<file path="src/io_xlate_pkg.sv">
`default_nettype none
package io_xlate_pkg;

	// ---------------------------------------------------------------
	// direct-store addressing
	// ---------------------------------------------------------------
	localparam int EA_LOW_W  = 28;
	localparam int EXT_W     = 4;
	localparam int IO_ADDR_W = 32;
	localparam int SEG_COUNT = 16;
	localparam int SEG_MB    = 256;
	localparam logic [EA_LOW_W-1:0] BEAT_STEP = 28'h0000004;

	// ---------------------------------------------------------------
	// control registers in this unit's space
	// ---------------------------------------------------------------
	localparam logic [31:0] OFF_TBL_HI   = 32'h00000000;
	localparam logic [31:0] OFF_TBL_LO   = 32'h00000004;
	localparam logic [31:0] OFF_MAX_ENT  = 32'h00000008;
	localparam logic [31:0] REG_RESET    = 32'h00000000;
	localparam logic [31:0] RD_HARMLESS  = 32'h00000000;
	localparam int          START_W      = 12;
	localparam int          LO_START_LSB = 20;
	localparam int          SIZE_W       = 3;
	localparam int          LO_RSV_W     = 17;

	// ---------------------------------------------------------------
	// translation entries
	// ---------------------------------------------------------------
	localparam int PAGE_BITS = 12;
	localparam int IDX_W     = 20;
	localparam int SPEC_W    = 12;
	localparam int RA_W      = 64;
	localparam int ENT_W     = 64;
	localparam int DW_BITS   = 3;
	localparam int TBYTES_W  = 24;
	localparam logic [20:0] MIN_ENTRIES = 21'h002000;

	typedef enum logic {P_IDLE = 1'b0, P_BEAT = 1'b1} p_state_e;
	typedef enum logic {D_IDLE = 1'b0, D_FETCH = 1'b1} d_state_e;
	typedef enum logic {S_IDLE = 1'b0, S_FLUSH = 1'b1} s_state_e;

	// odd parity per byte, so all-zero harmless data still carries good parity
	function automatic logic [3:0] odd_par(input logic [31:0] d);
		logic [3:0] p;
		for (int i = 0; i < 4; i++) begin
			p[i] = ~^d[8*i +: 8];
		end
		return p;
	endfunction : odd_par

endpackage : io_xlate_pkg
`default_nettype wire

</file>
<file path="src/io_xlate_line.sv">
`timescale 1ns/1ps
`default_nettype none
module io_xlate_line
	import io_xlate_pkg::*;
#(
	parameter int TAG_W = 20,
	parameter int DAT_W = 64
) (
	input  wire logic             clk,
	input  wire logic             arst_n,
	input  wire logic             fill,
	input  wire logic [TAG_W-1:0] fill_tag,
	input  wire logic [DAT_W-1:0] fill_ent,
	input  wire logic             inval,
	output logic                  valid,
	output logic [TAG_W-1:0]      tag,
	output logic [DAT_W-1:0]      ent
);

	typedef struct packed {
		logic             valid;
		logic [TAG_W-1:0] tag;
		logic [DAT_W-1:0] ent;
	} line_s;

	line_s line_reg;
	line_s line_next;

	always_comb begin
		line_next = line_reg;
		if (fill) begin
			line_next.valid = 1'b1;
			line_next.tag   = fill_tag;
			line_next.ent   = fill_ent;
		end
		// invalidation wins: a stale copy must never survive a coherence hit
		if (inval) begin
			line_next.valid = 1'b0;
		end
	end

	always_ff @(posedge clk or negedge arst_n) begin
		if (!arst_n) begin
			line_reg <= '0;
		end else begin
			line_reg <= line_next;
		end
	end

	assign valid = line_reg.valid;
	assign tag   = line_reg.tag;
	assign ent   = line_reg.ent;

endmodule : io_xlate_line
`default_nettype wire

</file>
<file path="src/io_address_and_dma_translation.sv">
// Notes on behaviour
// - io address is extent bits on top of low 28 effective-address bits
// - extent picks one of 16 256MB segments; beats never leave their segment
// - every load beat returns data, harmless zeros with good parity on errors
// - memory-mapped mode drops reserved stores and reads reserved as zero
// - direct-store mode either raises storage fault or drops/zeroes, by parameter
// - access starting in unimplemented space is unimplemented for all its beats
// - dma page index looks up an entry giving the real page
// - cached entries are invalidated when memory copies are stored
// - dma uses the entry valid when its request was accepted
// - own dma writes into the table are not snooped
// - 32-bit entries pack two per doubleword, first in upper half
// - buffered page data flushed before the cached entry is dropped
// - page number in upper entry bits, unit-specific bits lowest twelve
// - unused unit-specific entry bits are ignored as reserved
// - translation present so table base and size register present
// - upper table word exists only in wide builds, else reserved
// - wide builds keep both table words in every mode
// - table start: upper word high bits, lower word top 12 bits
// - lower word low three bits give size, 8K doubling up to 1024K
// - maximum supported entries readable by software
// - extent bits arrive already extracted from the segment descriptor
`timescale 1ns/1ps
`default_nettype none
module io_address_and_dma_translation
	import io_xlate_pkg::*;
#(
	parameter bit          WIDE            = 1'b0,
	parameter bit          DIRECT_STORE    = 1'b1,
	parameter bit          DSI_ON_RESERVED = 1'b0,
	parameter logic [2:0]  MAX_SIZE_CODE   = 3'h7,
	parameter logic [11:0] SPEC_USED_MASK  = 12'h000,
	parameter int          BEAT_W          = 3,
	parameter int          LINES           = 4
) (
	input  wire logic                 clk,
	input  wire logic                 arst_n,
	input  wire logic                 ds_req,
	input  wire logic                 ds_we,
	input  wire logic [EA_LOW_W-1:0]  ds_ea,
	input  wire logic [EXT_W-1:0]     ds_ext,
	input  wire logic [BEAT_W-1:0]    ds_beats,
	input  wire logic [31:0]          ds_wdata,
	output logic                      ds_busy,
	output logic [IO_ADDR_W-1:0]      io_addr,
	output logic                      rsp_valid,
	output logic [31:0]               rsp_data,
	output logic [3:0]                rsp_par,
	output logic                      rsp_dsi,
	output logic                      rsp_last,
	input  wire logic                 dma_req,
	input  wire logic [31:0]          dma_addr,
	output logic                      dma_busy,
	output logic                      dma_rsp_valid,
	output logic                      dma_rsp_err,
	output logic [RA_W-1:0]           dma_real_addr,
	output logic [SPEC_W-1:0]         dma_spec,
	output logic                      mem_rd_req,
	output logic [RA_W-1:0]           mem_rd_addr,
	input  wire logic                 mem_rd_ack,
	input  wire logic [63:0]          mem_rd_data,
	input  wire logic                 snoop_valid,
	input  wire logic [RA_W-1:0]      snoop_addr,
	output logic                      snoop_ready,
	output logic                      flush_req,
	output logic [IDX_W-1:0]          flush_idx,
	output logic                      flush_pair,
	input  wire logic                 flush_done
);

	localparam int CI = (LINES > 1) ? $clog2(LINES) : 1;

	// ---------------------------------------------------------------
	// state
	// ---------------------------------------------------------------
	typedef struct packed {
		logic [31:0]          tbl_hi;
		logic [START_W-1:0]   tbl_start;
		logic [SIZE_W-1:0]    tbl_size;
		p_state_e             p_st;
		logic [31:0]          p_addr;
		logic [BEAT_W-1:0]    p_left;
		logic                 p_we;
		logic                 p_bad;
		logic                 p_dsi;
		logic                 ds_busy;
		logic [31:0]          io_addr;
		logic                 rsp_valid;
		logic [31:0]          rsp_data;
		logic [3:0]           rsp_par;
		logic                 rsp_dsi;
		logic                 rsp_last;
		d_state_e             d_st;
		logic [IDX_W-1:0]     d_idx;
		logic [PAGE_BITS-1:0] d_off;
		logic                 d_stale;
		logic                 dma_busy;
		logic                 mem_rd_req;
		logic [RA_W-1:0]      mem_rd_addr;
		logic                 dma_rsp_valid;
		logic                 dma_rsp_err;
		logic [RA_W-1:0]      dma_real_addr;
		logic [SPEC_W-1:0]    dma_spec;
		s_state_e             s_st;
		logic [IDX_W-1:0]     s_dw;
		logic                 snoop_ready;
		logic                 flush_req;
		logic [IDX_W-1:0]     flush_idx;
		logic                 flush_pair;
	} state_s;

	state_s st_reg;
	state_s st_next;

	logic [LINES-1:0]             l_valid;
	logic [IDX_W-1:0]             l_tag   [LINES];
	logic [ENT_W-1:0]             l_ent   [LINES];
	logic [LINES-1:0]             l_fill;
	logic [LINES-1:0]             l_inval;
	logic [LINES-1:0]             l_match;
	logic [LINES-1:0]             s_hit;
	logic                         fill_now;
	logic                         tbl_wr_now;
	logic [ENT_W-1:0]             fill_ent;
	logic [RA_W-1:0]              base;
	logic [20:0]                  lim;
	logic [TBYTES_W-1:0]          tbytes;
	logic [RA_W-1:0]              soff;
	logic                         s_in;
	logic [IDX_W-1:0]             s_dw_now;
	logic [IDX_W-1:0]             req_idx;
	logic [CI-1:0]                req_line;

	// ---------------------------------------------------------------
	// cached translation entries
	// ---------------------------------------------------------------
	for (genvar g = 0; g < LINES; g++) begin : g_line
		io_xlate_line #(
			.TAG_W (IDX_W),
			.DAT_W (ENT_W)
		) u_line (
			.clk      (clk),
			.arst_n   (arst_n),
			.fill     (l_fill[g]),
			.fill_tag (st_reg.d_idx),
			.fill_ent (fill_ent),
			.inval    (l_inval[g]),
			.valid    (l_valid[g]),
			.tag      (l_tag[g]),
			.ent      (l_ent[g])
		);
	end

	function automatic logic impl(input logic [31:0] a);
		return (a == OFF_TBL_LO) || (a == OFF_MAX_ENT) || (WIDE && (a == OFF_TBL_HI));
	endfunction : impl

	function automatic logic [IDX_W-1:0] dw_of(input logic [IDX_W-1:0] idx);
		return WIDE ? idx : {1'b0, idx[IDX_W-1:1]};
	endfunction : dw_of

	// ---------------------------------------------------------------
	// table geometry and snoop decode
	// ---------------------------------------------------------------
	assign base     = {(WIDE ? st_reg.tbl_hi : 32'h00000000), st_reg.tbl_start, 20'h00000};
	assign lim      = 21'(MIN_ENTRIES << st_reg.tbl_size);
	assign tbytes   = WIDE ? TBYTES_W'({3'h0, lim} << 3) : TBYTES_W'({3'h0, lim} << 2);
	assign soff     = snoop_addr - base;
	// only stores seen on the snoop port count; own dma writes into the table never appear there
	assign s_in     = snoop_valid && (soff[RA_W-1:TBYTES_W] == 40'h0000000000) && (soff[TBYTES_W-1:0] < tbytes);
	assign s_dw_now = soff[TBYTES_W-2:DW_BITS];
	assign req_idx  = dma_addr[31:PAGE_BITS];
	assign req_line = req_idx[CI-1:0];

	for (genvar g = 0; g < LINES; g++) begin : g_match
		assign l_match[g] = l_valid[g] && (dw_of(l_tag[g]) == st_reg.s_dw);
		assign s_hit[g]   = l_valid[g] && (dw_of(l_tag[g]) == s_dw_now);
		assign l_fill[g]  = fill_now && (st_reg.d_idx[CI-1:0] == CI'(g));
		assign l_inval[g] = tbl_wr_now || ((st_reg.s_st == S_FLUSH) && flush_done && l_match[g]);
	end

	// first entry of a doubleword sits in its upper half
	assign fill_ent = WIDE ? mem_rd_data :
		(st_reg.d_idx[0] ? {32'h00000000, mem_rd_data[31:0]} : {32'h00000000, mem_rd_data[63:32]});

	// ---------------------------------------------------------------
	// next state
	// ---------------------------------------------------------------
	always_comb begin
		logic [31:0]          rd;
		logic                 hit;
		logic [ENT_W-1:0]     e;
		logic [RA_W-1:0]      foff;
		logic [EA_LOW_W-1:0]  nxt;
		rd         = RD_HARMLESS;
		hit        = 1'b0;
		e          = '0;
		foff       = '0;
		nxt        = '0;
		st_next    = st_reg;
		fill_now   = 1'b0;
		tbl_wr_now = 1'b0;
		st_next.rsp_valid     = 1'b0;
		st_next.dma_rsp_valid = 1'b0;

		// processor direct-store side
		unique case (st_reg.p_st)
			P_IDLE: begin
				st_next.ds_busy = 1'b0;
				if (ds_req) begin
					st_next.p_addr  = {ds_ext, ds_ea};
					st_next.io_addr = {ds_ext, ds_ea};
					st_next.p_bad   = !impl({ds_ext, ds_ea});
					st_next.p_dsi   = !impl({ds_ext, ds_ea}) && DIRECT_STORE && DSI_ON_RESERVED;
					st_next.p_left  = ds_beats;
					st_next.p_we    = ds_we;
					st_next.ds_busy = 1'b1;
					st_next.p_st    = P_BEAT;
				end
			end
			P_BEAT: begin
				hit = impl(st_reg.p_addr) && !st_reg.p_bad;
				if (st_reg.p_addr == OFF_TBL_HI) begin
					rd = st_reg.tbl_hi;
				end else if (st_reg.p_addr == OFF_TBL_LO) begin
					rd = {st_reg.tbl_start, {LO_RSV_W{1'b0}}, st_reg.tbl_size};
				end else begin
					rd = {11'h000, 21'(MIN_ENTRIES << MAX_SIZE_CODE)};
				end
				// reserved reads and faulted beats still return a full beat of zeros
				st_next.rsp_data  = (!st_reg.p_we && hit) ? rd : RD_HARMLESS;
				st_next.rsp_par   = odd_par(st_next.rsp_data);
				st_next.rsp_valid = 1'b1;
				st_next.rsp_dsi   = st_reg.p_dsi;
				st_next.rsp_last  = (st_reg.p_left == '0);
				st_next.io_addr   = st_reg.p_addr;
				// reserved stores are dropped: only implemented words take data
				if (st_reg.p_we && hit) begin
					if (st_reg.p_addr == OFF_TBL_HI) begin
						st_next.tbl_hi = ds_wdata;
						tbl_wr_now     = 1'b1;
					end else if (st_reg.p_addr == OFF_TBL_LO) begin
						st_next.tbl_start = ds_wdata[31:LO_START_LSB];
						st_next.tbl_size  = ds_wdata[SIZE_W-1:0];
						tbl_wr_now        = 1'b1;
					end
				end
				// segment wrap keeps the extent bits fixed across beats
				nxt = st_reg.p_addr[EA_LOW_W-1:0] + BEAT_STEP;
				st_next.p_addr = {st_reg.p_addr[31:EA_LOW_W], nxt};
				st_next.p_left = st_reg.p_left - BEAT_W'(1);
				if (st_reg.p_left == '0) begin
					st_next.ds_busy = 1'b0;
					st_next.p_st    = P_IDLE;
				end
			end
		endcase

		// dma translation side
		unique case (st_reg.d_st)
			D_IDLE: begin
				st_next.dma_busy = 1'b0;
				if (dma_req) begin
					st_next.d_idx   = req_idx;
					st_next.d_off   = dma_addr[PAGE_BITS-1:0];
					st_next.d_stale = 1'b0;
					// a pending or arriving coherence hit forces a fresh fetch
					hit = l_valid[req_line] && (l_tag[req_line] == req_idx) &&
						(st_reg.s_st == S_IDLE) && !snoop_valid;
					if ({1'b0, req_idx} >= lim) begin
						st_next.dma_rsp_valid = 1'b1;
						st_next.dma_rsp_err   = 1'b1;
						st_next.dma_real_addr = '0;
						st_next.dma_spec      = '0;
					end else if (hit) begin
						e = l_ent[req_line];
						st_next.dma_rsp_valid = 1'b1;
						st_next.dma_rsp_err   = 1'b0;
						st_next.dma_real_addr = {e[ENT_W-1:PAGE_BITS], dma_addr[PAGE_BITS-1:0]};
						st_next.dma_spec      = e[SPEC_W-1:0] & SPEC_USED_MASK;
					end else begin
						foff = WIDE ? {41'h0, req_idx, 3'h0} : {42'h0, req_idx[IDX_W-1:1], 3'h0};
						st_next.mem_rd_addr = base + foff;
						st_next.mem_rd_req  = 1'b1;
						st_next.dma_busy    = 1'b1;
						st_next.d_st        = D_FETCH;
					end
				end
			end
			D_FETCH: begin
				if (s_in && (s_dw_now == dw_of(st_reg.d_idx))) begin
					st_next.d_stale = 1'b1;
				end
				if (mem_rd_ack) begin
					// the fetched value was current at acceptance; a copy overtaken by a store is not kept
					fill_now = !st_reg.d_stale && (st_reg.s_st == S_IDLE) &&
						!(s_in && (s_dw_now == dw_of(st_reg.d_idx)));
					st_next.mem_rd_req    = 1'b0;
					st_next.dma_busy      = 1'b0;
					st_next.dma_rsp_valid = 1'b1;
					st_next.dma_rsp_err   = 1'b0;
					st_next.dma_real_addr = {fill_ent[ENT_W-1:PAGE_BITS], st_reg.d_off};
					st_next.dma_spec      = fill_ent[SPEC_W-1:0] & SPEC_USED_MASK;
					st_next.d_st          = D_IDLE;
				end
			end
		endcase

		// coherence: flush page data, then drop the entry
		unique case (st_reg.s_st)
			S_IDLE: begin
				st_next.snoop_ready = 1'b1;
				if (st_reg.snoop_ready && s_in && (s_hit != '0)) begin
					st_next.s_dw        = s_dw_now;
					st_next.flush_idx   = WIDE ? s_dw_now : {s_dw_now[IDX_W-2:0], 1'b0};
					st_next.flush_pair  = !WIDE;
					st_next.flush_req   = 1'b1;
					st_next.snoop_ready = 1'b0;
					st_next.s_st        = S_FLUSH;
				end
			end
			S_FLUSH: begin
				if (flush_done) begin
					st_next.flush_req = 1'b0;
					st_next.s_st      = S_IDLE;
				end
			end
		endcase
	end

	// ---------------------------------------------------------------
	// registers
	// ---------------------------------------------------------------
	// table register powers up indeterminate for software; zero here keeps simulation clean
	always_ff @(posedge clk or negedge arst_n) begin
		if (!arst_n) begin
			st_reg <= '0;
		end else begin
			st_reg <= st_next;
		end
	end

	assign ds_busy       = st_reg.ds_busy;
	assign io_addr       = st_reg.io_addr;
	assign rsp_valid     = st_reg.rsp_valid;
	assign rsp_data      = st_reg.rsp_data;
	assign rsp_par       = st_reg.rsp_par;
	assign rsp_dsi       = st_reg.rsp_dsi;
	assign rsp_last      = st_reg.rsp_last;
	assign dma_busy      = st_reg.dma_busy;
	assign dma_rsp_valid = st_reg.dma_rsp_valid;
	assign dma_rsp_err   = st_reg.dma_rsp_err;
	assign dma_real_addr = st_reg.dma_real_addr;
	assign dma_spec      = st_reg.dma_spec;
	assign mem_rd_req    = st_reg.mem_rd_req;
	assign mem_rd_addr   = st_reg.mem_rd_addr;
	assign snoop_ready   = st_reg.snoop_ready;
	assign flush_req     = st_reg.flush_req;
	assign flush_idx     = st_reg.flush_idx;
	assign flush_pair    = st_reg.flush_pair;

endmodule : io_address_and_dma_translation
`default_nettype wire

</file>
<file path="config.mk">
export PLATFORM = sky130hd
export DESIGN_NAME = io_address_and_dma_translation
export DESIGN_NICKNAME = d
export VERILOG_FILES = /design/src/io_xlate_pkg.sv /design/src/io_xlate_line.sv /design/src/io_address_and_dma_translation.sv
export SDC_FILE = /design/constraint.sdc
export NUM_CORES = 1
export LEC_CHECK = 0
export ABC_AREA = 1
export BUFFER_PORTS_ARGS = -buffer_cell sky130_fd_sc_hd__clkbuf_2
export CAP_MARGIN = 20
export CORE_UTILIZATION = 51
export DETAILED_ROUTE_END_ITERATION = 8
export PLACE_DENSITY = 0.74
export REMOVE_ABC_BUFFERS = 1
export SLEW_MARGIN = 15
export SYNTH_ARGS = -nofsm -noshare
export SYNTH_HDL_FRONTEND = slang
export SYNTH_SLANG_ARGS = --single-unit
</file>
<file path="constraint.sdc">
create_clock -name clk -period 3.91 [get_ports clk]
set_clock_uncertainty 0.15 [all_clocks]
set_input_delay 0.1955 -clock clk [delete_from_list [all_inputs] [get_ports clk]]
set_output_delay 0.1955 -clock clk [all_outputs]
set_load 0.005 [all_outputs]
</file>
**Word level (Yosys, flattened, before mapping)**

Index checks and enable logic that the tools add are counted.

- Add/sub/neg operators: 4
- Reduce and logical (&&, ||, !) cells: 66
- Bitwise gates (word level): 7
- $lt $le $gt $ge: 4
- Shift operators: 1
- Eq/ne operators: 27
- Mux-type cells: 52

Operators with widths:

| operator | count |
|---|---|
| 85-bit two-way mux | 4 |
| 78-bit two-way mux | 3 |
| 178-bit two-way mux | 1 |
| 19-bit by 20-bit equality test with 1-bit output | 8 |
| 32-bit two-way mux | 5 |
| 78-bit one-hot mux with 2 select lines | 1 |
| 66-bit two-way mux | 2 |
| 64-bit binary-select mux with 2-bit select | 1 |
| 64-bit two-way mux | 2 |
| 72-bit two-way mux | 1 |
| 36-bit one-hot mux with 2 select lines | 1 |
| 33-bit one-hot mux with 2 select lines | 1 |
| 32-bit by 3-bit equality test with 1-bit output (second input constant) | 2 |
| 32-bit by 4-bit equality test with 1-bit output (second input constant) | 2 |
| 64-bit by 32-bit subtractor with 64-bit output | 1 |
| 44-bit two-way mux | 1 |
| 20-bit binary-select mux with 2-bit select | 1 |
| 40-bit logical NOT | 1 |
| 20-bit two-way mux | 2 |
| 39-bit two-way mux | 1 |
| 32-bit by 22-bit adder with 33-bit output | 1 |
| 32-bit logical NOT | 1 |
| 8-bit XNOR reduction | 4 |
| 1-bit logical AND | 30 |
| other kinds (30) | 84 |

- Bits in registers: 717
- Input port bits: 235
- Word-level logic and storage cells: 205

**Longest topological paths before layout**

Gate-level depths: netlist of run 1.

- Word-level depth: 12
- Gate-level depth with buffers: 24

**Modules after synthesis**

Synthesis of run 1 repeated with hierarchy kept, for this count alone.

- Cell total of the unflattened synthesis: 4817
- Area, all modules: 36351.1 µm²

By module, submodules not included:

| module | area each (µm²) | times used | sequential area each (µm²) | cells an instance |
|---|---|---|---|---|
| io_address_and_dma_translation | 23428.7 | 1 | 7807.5 | 3381 |
| io_xlate_line | 3230.6 | 4 | 2127.0 | 359 |

**Worst setup path before layout of run 1**

OpenSTA, ideal clock, no wires.

- Kind: flip-flop to flip-flop
- Start: register st_reg (netlist bit base[20])
- End: register g_line[1].u_line.line_reg (netlist bit g_line[1].u_line.tag[12])
- Period minus slack after synthesis: 3212 ps
- Cell stages (with the launch flop): 21
- Path slack: 698 ps
- Data arrival time: 2945 ps
- Path buffers: 3
- Setup time: 117 ps
- Cells stage by stage: dfrtp_1 ha_1 fa_1 xor2_1 inv_1 ha_1 nor2_1 o21ai_0 nor2_1 nand3_1 nor2_1 nand3_1 nor2_1 nand3_1 nor2_2 nand3_2 buf_4 buf_6 buf_6 nand4_1 nand2_1

RTL lines:

| item | RTL line | text |
|---|---|---|
| start, declared | io_address_and_dma_translation.sv:112 | `state_s st_reg;` |
| start signal, assigned | io_address_and_dma_translation.sv:339 | `st_reg <= st_next;` |
| 64-bit by 32-bit subtractor with 64-bit output (*) | io_address_and_dma_translation.sv:168 | `assign soff = snoop_addr - base;` |
| via soff[22] | io_address_and_dma_translation.sv:128 | `logic [RA_W-1:0] soff;` |
| 24-bit by 23-bit < comparator with 1-bit output | io_address_and_dma_translation.sv:170 | `assign s_in = snoop_valid && (soff[RA_W-1:TBYTES_W] == 40'h0000000000) && (soff[TBYTES_W-1:0] < tbytes);` |
| 1-bit logical AND | io_address_and_dma_translation.sv:170 |  |
| 1-bit logical AND (*) | io_address_and_dma_translation.sv:297 | `!(s_in && (s_dw_now == dw_of(st_reg.d_idx)));` |
| 1-bit logical NOT (*) | io_address_and_dma_translation.sv:297 |  |
| 1-bit logical AND (*) | io_address_and_dma_translation.sv:296 | `fill_now = !st_reg.d_stale && (st_reg.s_st == S_IDLE) &&` |
| 1-bit two-way mux (*) | io_address_and_dma_translation.sv:294 | `if (mem_rd_ack) begin` |
| 1-bit two-way mux (*) | io_address_and_dma_translation.sv:260 | `unique case (st_reg.d_st)` |
| 1-bit logical AND (*) | io_address_and_dma_translation.sv:178 | `assign l_fill[g] = fill_now && (st_reg.d_idx[CI-1:0] == CI'(g));` |
| end signal, assigned | io_xlate_line.sv:46 | `line_reg <= line_next;` |
| end, declared | io_xlate_line.sv:26 | `line_s line_reg;` |

The timed path passes the listed nets; every way through them passes the cells marked *.
A chain may end at the register's enable or synchronous reset.

**Final worst setup path of run 1**

- Start: register st_reg (netlist bit base[20])
- End: register g_line[1].u_line.line_reg (netlist bit g_line[1].u_line.ent[16])

Same word-level chain as after synthesis.

==> impl_metrics.xml, run 1 <==
<?xml version="1.0" encoding="UTF-8"?>
<metrics>
  <group name="timing">
    <metric name="worst_slew_margin_rel" unit="">0.317</metric>
    <metric name="fmaxAchievable" unit="MHz">261</metric>
    <metric name="holdWs" unit="ps">13.1</metric>
    <metric name="finalWorstPathRequiredPeriod" unit="ps">3830</metric>
    <metric name="hold_violations" unit="">0</metric>
    <metric name="setup_viols_final" unit="">0</metric>
    <metric name="rsz0062_at_grt" unit="">false</metric>
    <metric name="fin_setup_tns" unit="ps">0</metric>
    <metric name="tightestPinTransition" unit="ps">1020</metric>
    <metric name="period_share" unit="">0.980</metric>
    <metric name="final.setup.worst_slack" unit="ps">77.1</metric>
    <metric name="final-max-slew-violation-count" unit="">0</metric>
  </group>
  <group name="min_path">
    <metric name="hold_class" unit="">in2async</metric>
  </group>
  <group name="final_layout">
    <metric name="post_layout_nonfiller_instances" unit="">4821</metric>
    <metric name="multiInputGateArea" unit="mm²">0.0134</metric>
    <metric name="max_reg_flops" unit="">128</metric>
    <metric name="layout.nets" unit="">4358</metric>
    <metric name="post_route_cells_drive_above_1_share" unit="">0.155</metric>
    <metric name="signed_area_change_from_the_synthesized_netlist_to_the_final_layout" unit="%">16.8</metric>
    <metric name="fillers" unit="">4911</metric>
    <metric name="final-seq-area" unit="mm²">0.0111</metric>
  </group>
  <group name="logic_synthesis">
    <metric name="synthesis.yosys.warnings" unit="">0</metric>
    <metric name="synth_area" unit="mm²">0.0278</metric>
    <metric name="synth.most_common_cell" unit="">nand2_1</metric>
    <metric name="synth.ff_latch_count" unit="">444</metric>
    <metric name="post_synth_edffs" unit="">0</metric>
    <metric name="netlist-cell-type-count" unit="">55</metric>
    <metric name="synthCells" unit="">3768</metric>
    <metric name="synth.avg_cell_area" unit="µm²">7.39</metric>
    <metric name="postSynth.asyncResetShare" unit="">1.00</metric>
    <metric name="synth_top_cells_by_area" unit="">dfrtp_1 40%, nand2_1 16%, buf_4 6.4%</metric>
    <metric name="ys_seq_area_frac" unit="">0.399</metric>
    <metric name="synth-main-ff-cell" unit="">dfrtp_1</metric>
    <metric name="synth_largest_area_cell" unit="">dfrtp_1</metric>
    <metric name="synth.top_cell.area_share" unit="">0.399</metric>
    <metric name="netlist_top_cells_count" unit="">1181 x nand2_1, 444 x dfrtp_1, 288 x inv_1</metric>
  </group>
  <group name="cts">
    <metric name="tritoncts" unit="">built</metric>
    <metric name="tritoncts_buffer_count" unit="">50</metric>
    <metric name="cts.root.buffer_cell" unit="">clkbuf_16</metric>
    <metric name="cts_sinks" unit="">444</metric>
    <metric name="htree_num_levels" unit="">2</metric>
    <metric name="cts.reportedPaths.clkPinSlew" unit="ps">60</metric>
    <metric name="clkLatencyLatePin" unit="ps">600</metric>
    <metric name="max-clock-path-buffers" unit="">3</metric>
  </group>
  <group name="detailed_routing">
    <metric name="route.antenna.remaining_nets" unit="">0</metric>
    <metric name="post-route-drc-count" unit="">0</metric>
    <metric name="dr.pass1.iters" unit="">6</metric>
    <metric name="wl_per_cell" unit="µm">20.1</metric>
    <metric name="dr.first_iter.drc_count" unit="">2800</metric>
    <metric name="vias" unit="">27200</metric>
    <metric name="routed_wirelength" unit="µm">97000</metric>
    <metric name="vias_per_cell" unit="">5.65</metric>
  </group>
  <group name="die">
    <metric name="chipWidth" unit="µm">236</metric>
    <metric name="design.core.area" unit="mm²">0.0539</metric>
    <metric name="design.die.area" unit="mm²">0.0555</metric>
    <metric name="die_height" unit="µm">236</metric>
    <metric name="core.rowCount" unit="">85</metric>
    <metric name="starting_density_of_the_core" unit="">0.516</metric>
    <metric name="io_pins" unit="">474</metric>
  </group>
  <group name="placed_design">
    <metric name="preCtsSetupSlack" unit="ps">-1.04</metric>
    <metric name="port_buffers" unit="">366</metric>
    <metric name="finalWeightedCongestion" unit="">1.02</metric>
    <metric name="place.detailed.instances" unit="">4557</metric>
    <metric name="hpwlAfterDp" unit="µm">65900</metric>
  </group>
  <group name="global_routing">
    <metric name="first_pass_grt_wire_length" unit="µm">146000</metric>
    <metric name="vias_in_the_first_global_route" unit="">25700</metric>
    <metric name="antenna_found_initial" unit="">4</metric>
    <metric name="grt_max_degree" unit="">97</metric>
    <metric name="grt_util_all_layers" unit="">0.336</metric>
    <metric name="grt_overflow_total" unit="">0</metric>
  </group>
  <group name="power">
    <metric name="total_leakage_power" unit="nW">16.6</metric>
    <metric name="vdd_ir_drop_max" unit="mV">0.386</metric>
    <metric name="cellPowerDensity" unit="mW/mm²">539</metric>
  </group>
  <group name="setup_path">
    <metric name="critical_path_required" unit="ps">4280</metric>
    <metric name="worstPathMaxFanout" unit="">10</metric>
    <metric name="endpoint_kind" unit="">register</metric>
    <metric name="worstSetupPathType" unit="">reg2reg</metric>
    <metric name="cp.arrival" unit="ps">4200</metric>
    <metric name="setup.worst_path.start_class" unit="">register</metric>
  </group>
  <group name="flow_run">
    <metric name="maxCapViolations" unit="">0</metric>
  </group>
  <group name="status">
    <metric name="run_status" unit="">completed</metric>
  </group>
</metrics>
critical path, stage by stage (launching register included):
cell     delay [ps]
dfrtp_1         410
ha_1            230
fa_2            380
xor2_2          170
inv_1            90
ha_1            200
nor2_1          190
o21ai_0         130
nor2_1          160
nand3_1         100
nor2_2          140
nand3_1         110
nor2_1          100
nand3_1         120
nor2_4          200
nand3_4         140
buf_12          180
nand3_4         180
buf_8           240
nand2_1          80
nand2_1          60
per-stage QoR:
step,cell area [µm²],utilization,total power [mW]
2_1_floorplan,25600,-,10.1
3_3_place_gp,29000,0.537,12.3
3_5_place_dp,29000,0.537,12.4
4_1_cts,32200,0.597,17.4
5_1_grt,32500,0.603,18.5
6_report,32500,0.603,17.5
final cells by class:
cell class	count	area share
tap	696	0.0268
multi-input combinational	2685	0.413
sequential	444	0.342
inverter	302	0.0348
antenna	3	0.000231
clock buffer	75	0.0454
timing repair buffer	603	0.133
clock inverter	13	0.00492
where the power goes:
part	leakage [nW]	switching [mW]	total (mW)	internal, mW
Clock	0.786	1.97	4.77	2.79
Combinational	10.3	3.34	5.41	2.07
Sequential	5.47	1.40	7.37	5.97
routing by layer:
metal,global-route usage,part of all wire
met4,0.121,0.041
met1,0.458,0.41
met3,0.0510,0.087
met5,0,0.00012
met2,0.542,0.46
placed cells by master (no fill, tap or decap), types with 32 or more instances in the layout:
cell and count:
nor2_1 215, xor2_1 80, a21oi_1 38, xnor2_1 52, clkbuf_2 365, nand2_1 1178
buf_4 55, nand4_1 217, o211ai_1 42, dfrtp_1 443, nor4_1 32, dlygate4sd3_1 158
o21ai_0 214, conb_1 80, o22ai_1 36, clkbuf_16 57, nand3_1 240, ha_1 35
inv_1 287
path summary, 6_finish.rpt:
| path | start | cells after the start | slack [ps] | endpoint |
|---|---|---|---|---|
| setup / recovery | base[20]$_DFFE_PN0P_ | 20 | 80 | g_line[1].u_line.ent[16]$_DFFE_PN0P_ |
| max in group asynchronous | arst_n | 3 | 2520 | st_reg[195]$_DFFE_PN0P_ |
| setup reg to reg | base[20]$_DFFE_PN0P_ | 20 | 80 | g_line[1].u_line.ent[16]$_DFFE_PN0P_ |
| hold / removal | arst_n | 2 | 10 | dma_real_addr[26]$_DFFE_PN0P_ |
| hold reg to reg | g_line[3].u_line.tag[0]$_DFFE_PN0P_ | 2 | 310 | g_line[3].u_line.tag[0]$_DFFE_PN0P_ |
| min in group clk | dma_addr[31] | 3 | 20 | st_reg[220]$_DFFE_PN0P_ |
repair_timing:
item | CTS | global route
pin swaps | 0 | 3
setup endpoints to repair | 6 | 183
gates cloned | 0 | 9
hold buffers | 158 | 0
buffers inserted | 0 | 6
resized for setup | 1 | 18
endpoints found under the hold margin | 371 | 0
cells by family after synthesis:
family          share of synthesized area
fa+ha+maj                          0.0172
other cells                      0.000135
flops                               0.399
compound gates                     0.0855
simple gates                        0.316
xor+xnor                           0.0418
buf+inv                             0.133
mux                               0.00728
Power figures use the tool's default switching activity.
==> run 2, diff against run 1 <==
--- a/config.mk
+++ b/config.mk
@@ -12,6 +12,8 @@
 export DETAILED_ROUTE_END_ITERATION = 8
 export PLACE_DENSITY = 0.74
 export REMOVE_ABC_BUFFERS = 1
+export SETUP_SLACK_MARGIN = 0.02
+export SKIP_CTS_REPAIR_TIMING = 1
 export SLEW_MARGIN = 15
 export SYNTH_ARGS = -nofsm -noshare
 export SYNTH_HDL_FRONTEND = slang
==> constraint.sdc (replaced) <==
create_clock -name clk -period 3.6 [get_ports clk]
set_clock_uncertainty 0.15 [all_clocks]
set_input_delay 0.18 -clock clk [delete_from_list [all_inputs] [get_ports clk]]
set_output_delay 0.18 -clock clk [all_outputs]
set_load 0.005 [all_outputs]
==> impl_metrics.xml, run 2 (synthesis gave the netlist of run 1 again) <==
<?xml version="1.0" encoding="UTF-8"?>
<metrics>
  <group name="detailed_routing">
    <metric name="post-route-drc-count" unit="">0</metric>
    <metric name="vias_per_cell" unit="">5.69</metric>
    <metric name="routed_wirelength" unit="µm">96600</metric>
    <metric name="wl_per_cell" unit="µm">20.0</metric>
    <metric name="vias" unit="">27500</metric>
    <metric name="dr.first_iter.drc_count" unit="">3225</metric>
    <metric name="dr.pass1.iters" unit="">7</metric>
    <metric name="route.antenna.remaining_nets" unit="">0</metric>
  </group>
  <group name="die">
    <metric name="die_height" unit="µm">236</metric>
    <metric name="design.core.area" unit="mm²">0.0539</metric>
    <metric name="core.rowCount" unit="">85</metric>
    <metric name="design.die.area" unit="mm²">0.0555</metric>
    <metric name="chipWidth" unit="µm">236</metric>
    <metric name="starting_density_of_the_core" unit="">0.516</metric>
    <metric name="io_pins" unit="">474</metric>
  </group>
  <group name="placed_design">
    <metric name="port_buffers" unit="">366</metric>
    <metric name="preCtsSetupSlack" unit="ps">-124</metric>
    <metric name="finalWeightedCongestion" unit="">1.07</metric>
    <metric name="hpwlAfterDp" unit="µm">65000</metric>
  </group>
  <group name="timing">
    <metric name="fmaxAchievable" unit="MHz">278</metric>
    <metric name="final.setup.worst_slack" unit="ps">-0.472</metric>
    <metric name="tightestPinTransition" unit="ps">997</metric>
    <metric name="worst_slew_margin_rel" unit="">0.335</metric>
    <metric name="finalWorstPathRequiredPeriod" unit="ps">3600</metric>
    <metric name="setup_viols_final" unit="">1</metric>
    <metric name="final-max-slew-violation-count" unit="">0</metric>
    <metric name="period_share" unit="">1.00</metric>
    <metric name="rsz0062_at_grt" unit="">true</metric>
    <metric name="fin_setup_tns" unit="ps">-0.472</metric>
    <metric name="holdWs" unit="ps">-41.7</metric>
    <metric name="hold_violations" unit="">1</metric>
  </group>
  <group name="global_routing">
    <metric name="groute.layer.met2.usage" unit="">0.504</metric>
    <metric name="grt_util_all_layers" unit="">0.322</metric>
    <metric name="grt_max_degree" unit="">98</metric>
    <metric name="first_pass_grt_wire_length" unit="µm">140000</metric>
    <metric name="antenna_found_initial" unit="">3</metric>
    <metric name="grt_overflow_total" unit="">0</metric>
    <metric name="vias_in_the_first_global_route" unit="">24800</metric>
    <metric name="groute.layer.met1.usage" unit="">0.440</metric>
    <metric name="grtUsageMet3" unit="">0.0591</metric>
    <metric name="gr-max-usage-layer" unit="">met2</metric>
  </group>
  <group name="status">
    <metric name="run_status" unit="">complete, but fails checks</metric>
    <metric name="failed_checks" unit="">hold timing, setup timing</metric>
  </group>
  <group name="cts">
    <metric name="tritoncts" unit="">built</metric>
    <metric name="htree_num_levels" unit="">2</metric>
    <metric name="cts.reportedPaths.clkPinSlew" unit="ps">60</metric>
    <metric name="clkLatencyLatePin" unit="ps">600</metric>
    <metric name="cts.root.buffer_cell" unit="">clkbuf_16</metric>
    <metric name="max-clock-path-buffers" unit="">3</metric>
    <metric name="cts_sinks" unit="">444</metric>
    <metric name="tritoncts_buffer_count" unit="">50</metric>
  </group>
  <group name="setup_path">
    <metric name="critPathBufInv" unit="">4</metric>
    <metric name="worstSetupPathType" unit="">reg2reg</metric>
    <metric name="setup.worst_path.start_class" unit="">register</metric>
    <metric name="crit_path_cell_trace" unit="">ha_2 &gt; fa_2 &gt; inv_1 &gt; nand2_1 &gt; nand2_1 &gt; buf_4 &gt; nand2_1 &gt; nand2_1 &gt; nand3_1 &gt; nor2_2 &gt; nand3_1 &gt; nor2_1 &gt; nand3_1 &gt; nor2_1 &gt; nand3_2 &gt; nor2_4 &gt; nand3_4 &gt; buf_6 &gt; nand3_4 &gt; clkbuf_16 &gt; nand2_1 &gt; nand2_1</metric>
    <metric name="critical_path.max_stage_delay" unit="ps">430</metric>
    <metric name="critical_path.slowest_cell" unit="">fa_2</metric>
    <metric name="worstPathMaxFanout" unit="">7</metric>
    <metric name="cp_top_family" unit="">simple AND/OR/NAND/NOR gates</metric>
    <metric name="cpMostUsedCell" unit="">nand2_1</metric>
    <metric name="critical_path_required" unit="ps">3970</metric>
    <metric name="endpoint_kind" unit="">register</metric>
    <metric name="cp.arrival" unit="ps">3970</metric>
  </group>
  <group name="final_layout">
    <metric name="layout.nets" unit="">4367</metric>
    <metric name="fillers" unit="">4825</metric>
    <metric name="final_common_cell" unit="">nand2_1</metric>
    <metric name="final-seq-area" unit="mm²">0.0111</metric>
    <metric name="max_reg_flops" unit="">128</metric>
    <metric name="multiInputGateArea" unit="mm²">0.0137</metric>
    <metric name="mostFrequentLayoutCells" unit="">1142 x nand2_1, 442 x dfrtp_1, 365 x clkbuf_2</metric>
    <metric name="post_route_cells_drive_above_1_share" unit="">0.171</metric>
    <metric name="signed_area_change_from_the_synthesized_netlist_to_the_final_layout" unit="%">18.5</metric>
  </group>
  <group name="power">
    <metric name="vdd_ir_drop_max" unit="mV">0.380</metric>
    <metric name="total_leakage_power" unit="nW">16.7</metric>
    <metric name="cellPowerDensity" unit="mW/mm²">579</metric>
  </group>
  <group name="flow_run">
    <metric name="maxCapViolations" unit="">0</metric>
  </group>
  <group name="min_path">
    <metric name="hold_class" unit="">in2reg</metric>
  </group>
</metrics>
## run 2: tightest hold or removal path, stage by stage
cell      delay, ps
clkbuf_2         80
or2_2            90
o21ai_0         130
o211ai_1        180
## run 2: area by class of cell
type	instances	area share
clock buffers	78	0.0436
well taps	696	0.0264
clock inverters	12	0.00595
flip-flops and latches	444	0.337
repair buffers	612	0.137
multi-input cells	2685	0.415
inverters	302	0.0344
diodes	4	0.000303
## run 2: stage by stage
step / total power [mW] / util / instance area [µm²] / instances
after global routing: 20.2 / 0.612 / 33000 / 4832
final: 19.1 / 0.612 / 33000 / 4833
after CTS: 18.7 / 0.570 / 30700 / 4654
after floorplan: 11.0 / - / 25600 / 3431
after global placement: 13.4 / 0.540 / 29100 / 4564
after detailed placement: 13.5 / 0.540 / 29100 / 4564
## run 2: routing by layer
layer / share of wire / up-vias
li1: - / 12700
met1: 0.40 / 13000
met2: 0.46 / 1474
met3: 0.094 / 289
met4: 0.044 / 0
met5: 0 / -
## run 2: report_power, final
part | switching (mW) | total, mW | internal (mW)
clock | 2.08 | 5.17 | 3.09
sequential | 1.54 | 8.03 | 6.49
combinational | 3.60 | 5.91 | 2.31
total | 7.23 | 19.1 | 11.9
## run 2: path summary, 6_finish.rpt
path | slack, ps | startpoint | to | cells past startpoint
hold reg to reg | 300 | g_line[3].u_line.tag[0]$_DFFE_PN0P_ | g_line[3].u_line.tag[0]$_DFFE_PN0P_ | 2
setup reg to reg | -0.5 | base[20]$_DFFE_PN0P_ | g_line[0].u_line.ent[24]$_DFFE_PN0P_ | 22
max in group asynchronous | 2100 | arst_n | base[31]$_DFFE_PN0P_ | 3
setup / recovery | -0.5 | base[20]$_DFFE_PN0P_ | g_line[0].u_line.ent[24]$_DFFE_PN0P_ | 22
hold / removal | -40 | mem_rd_data[17] | dma_real_addr[17]$_DFFE_PN0P_ | 4
min in group asynchronous | 50 | arst_n | dma_real_addr[26]$_DFFE_PN0P_ | 2
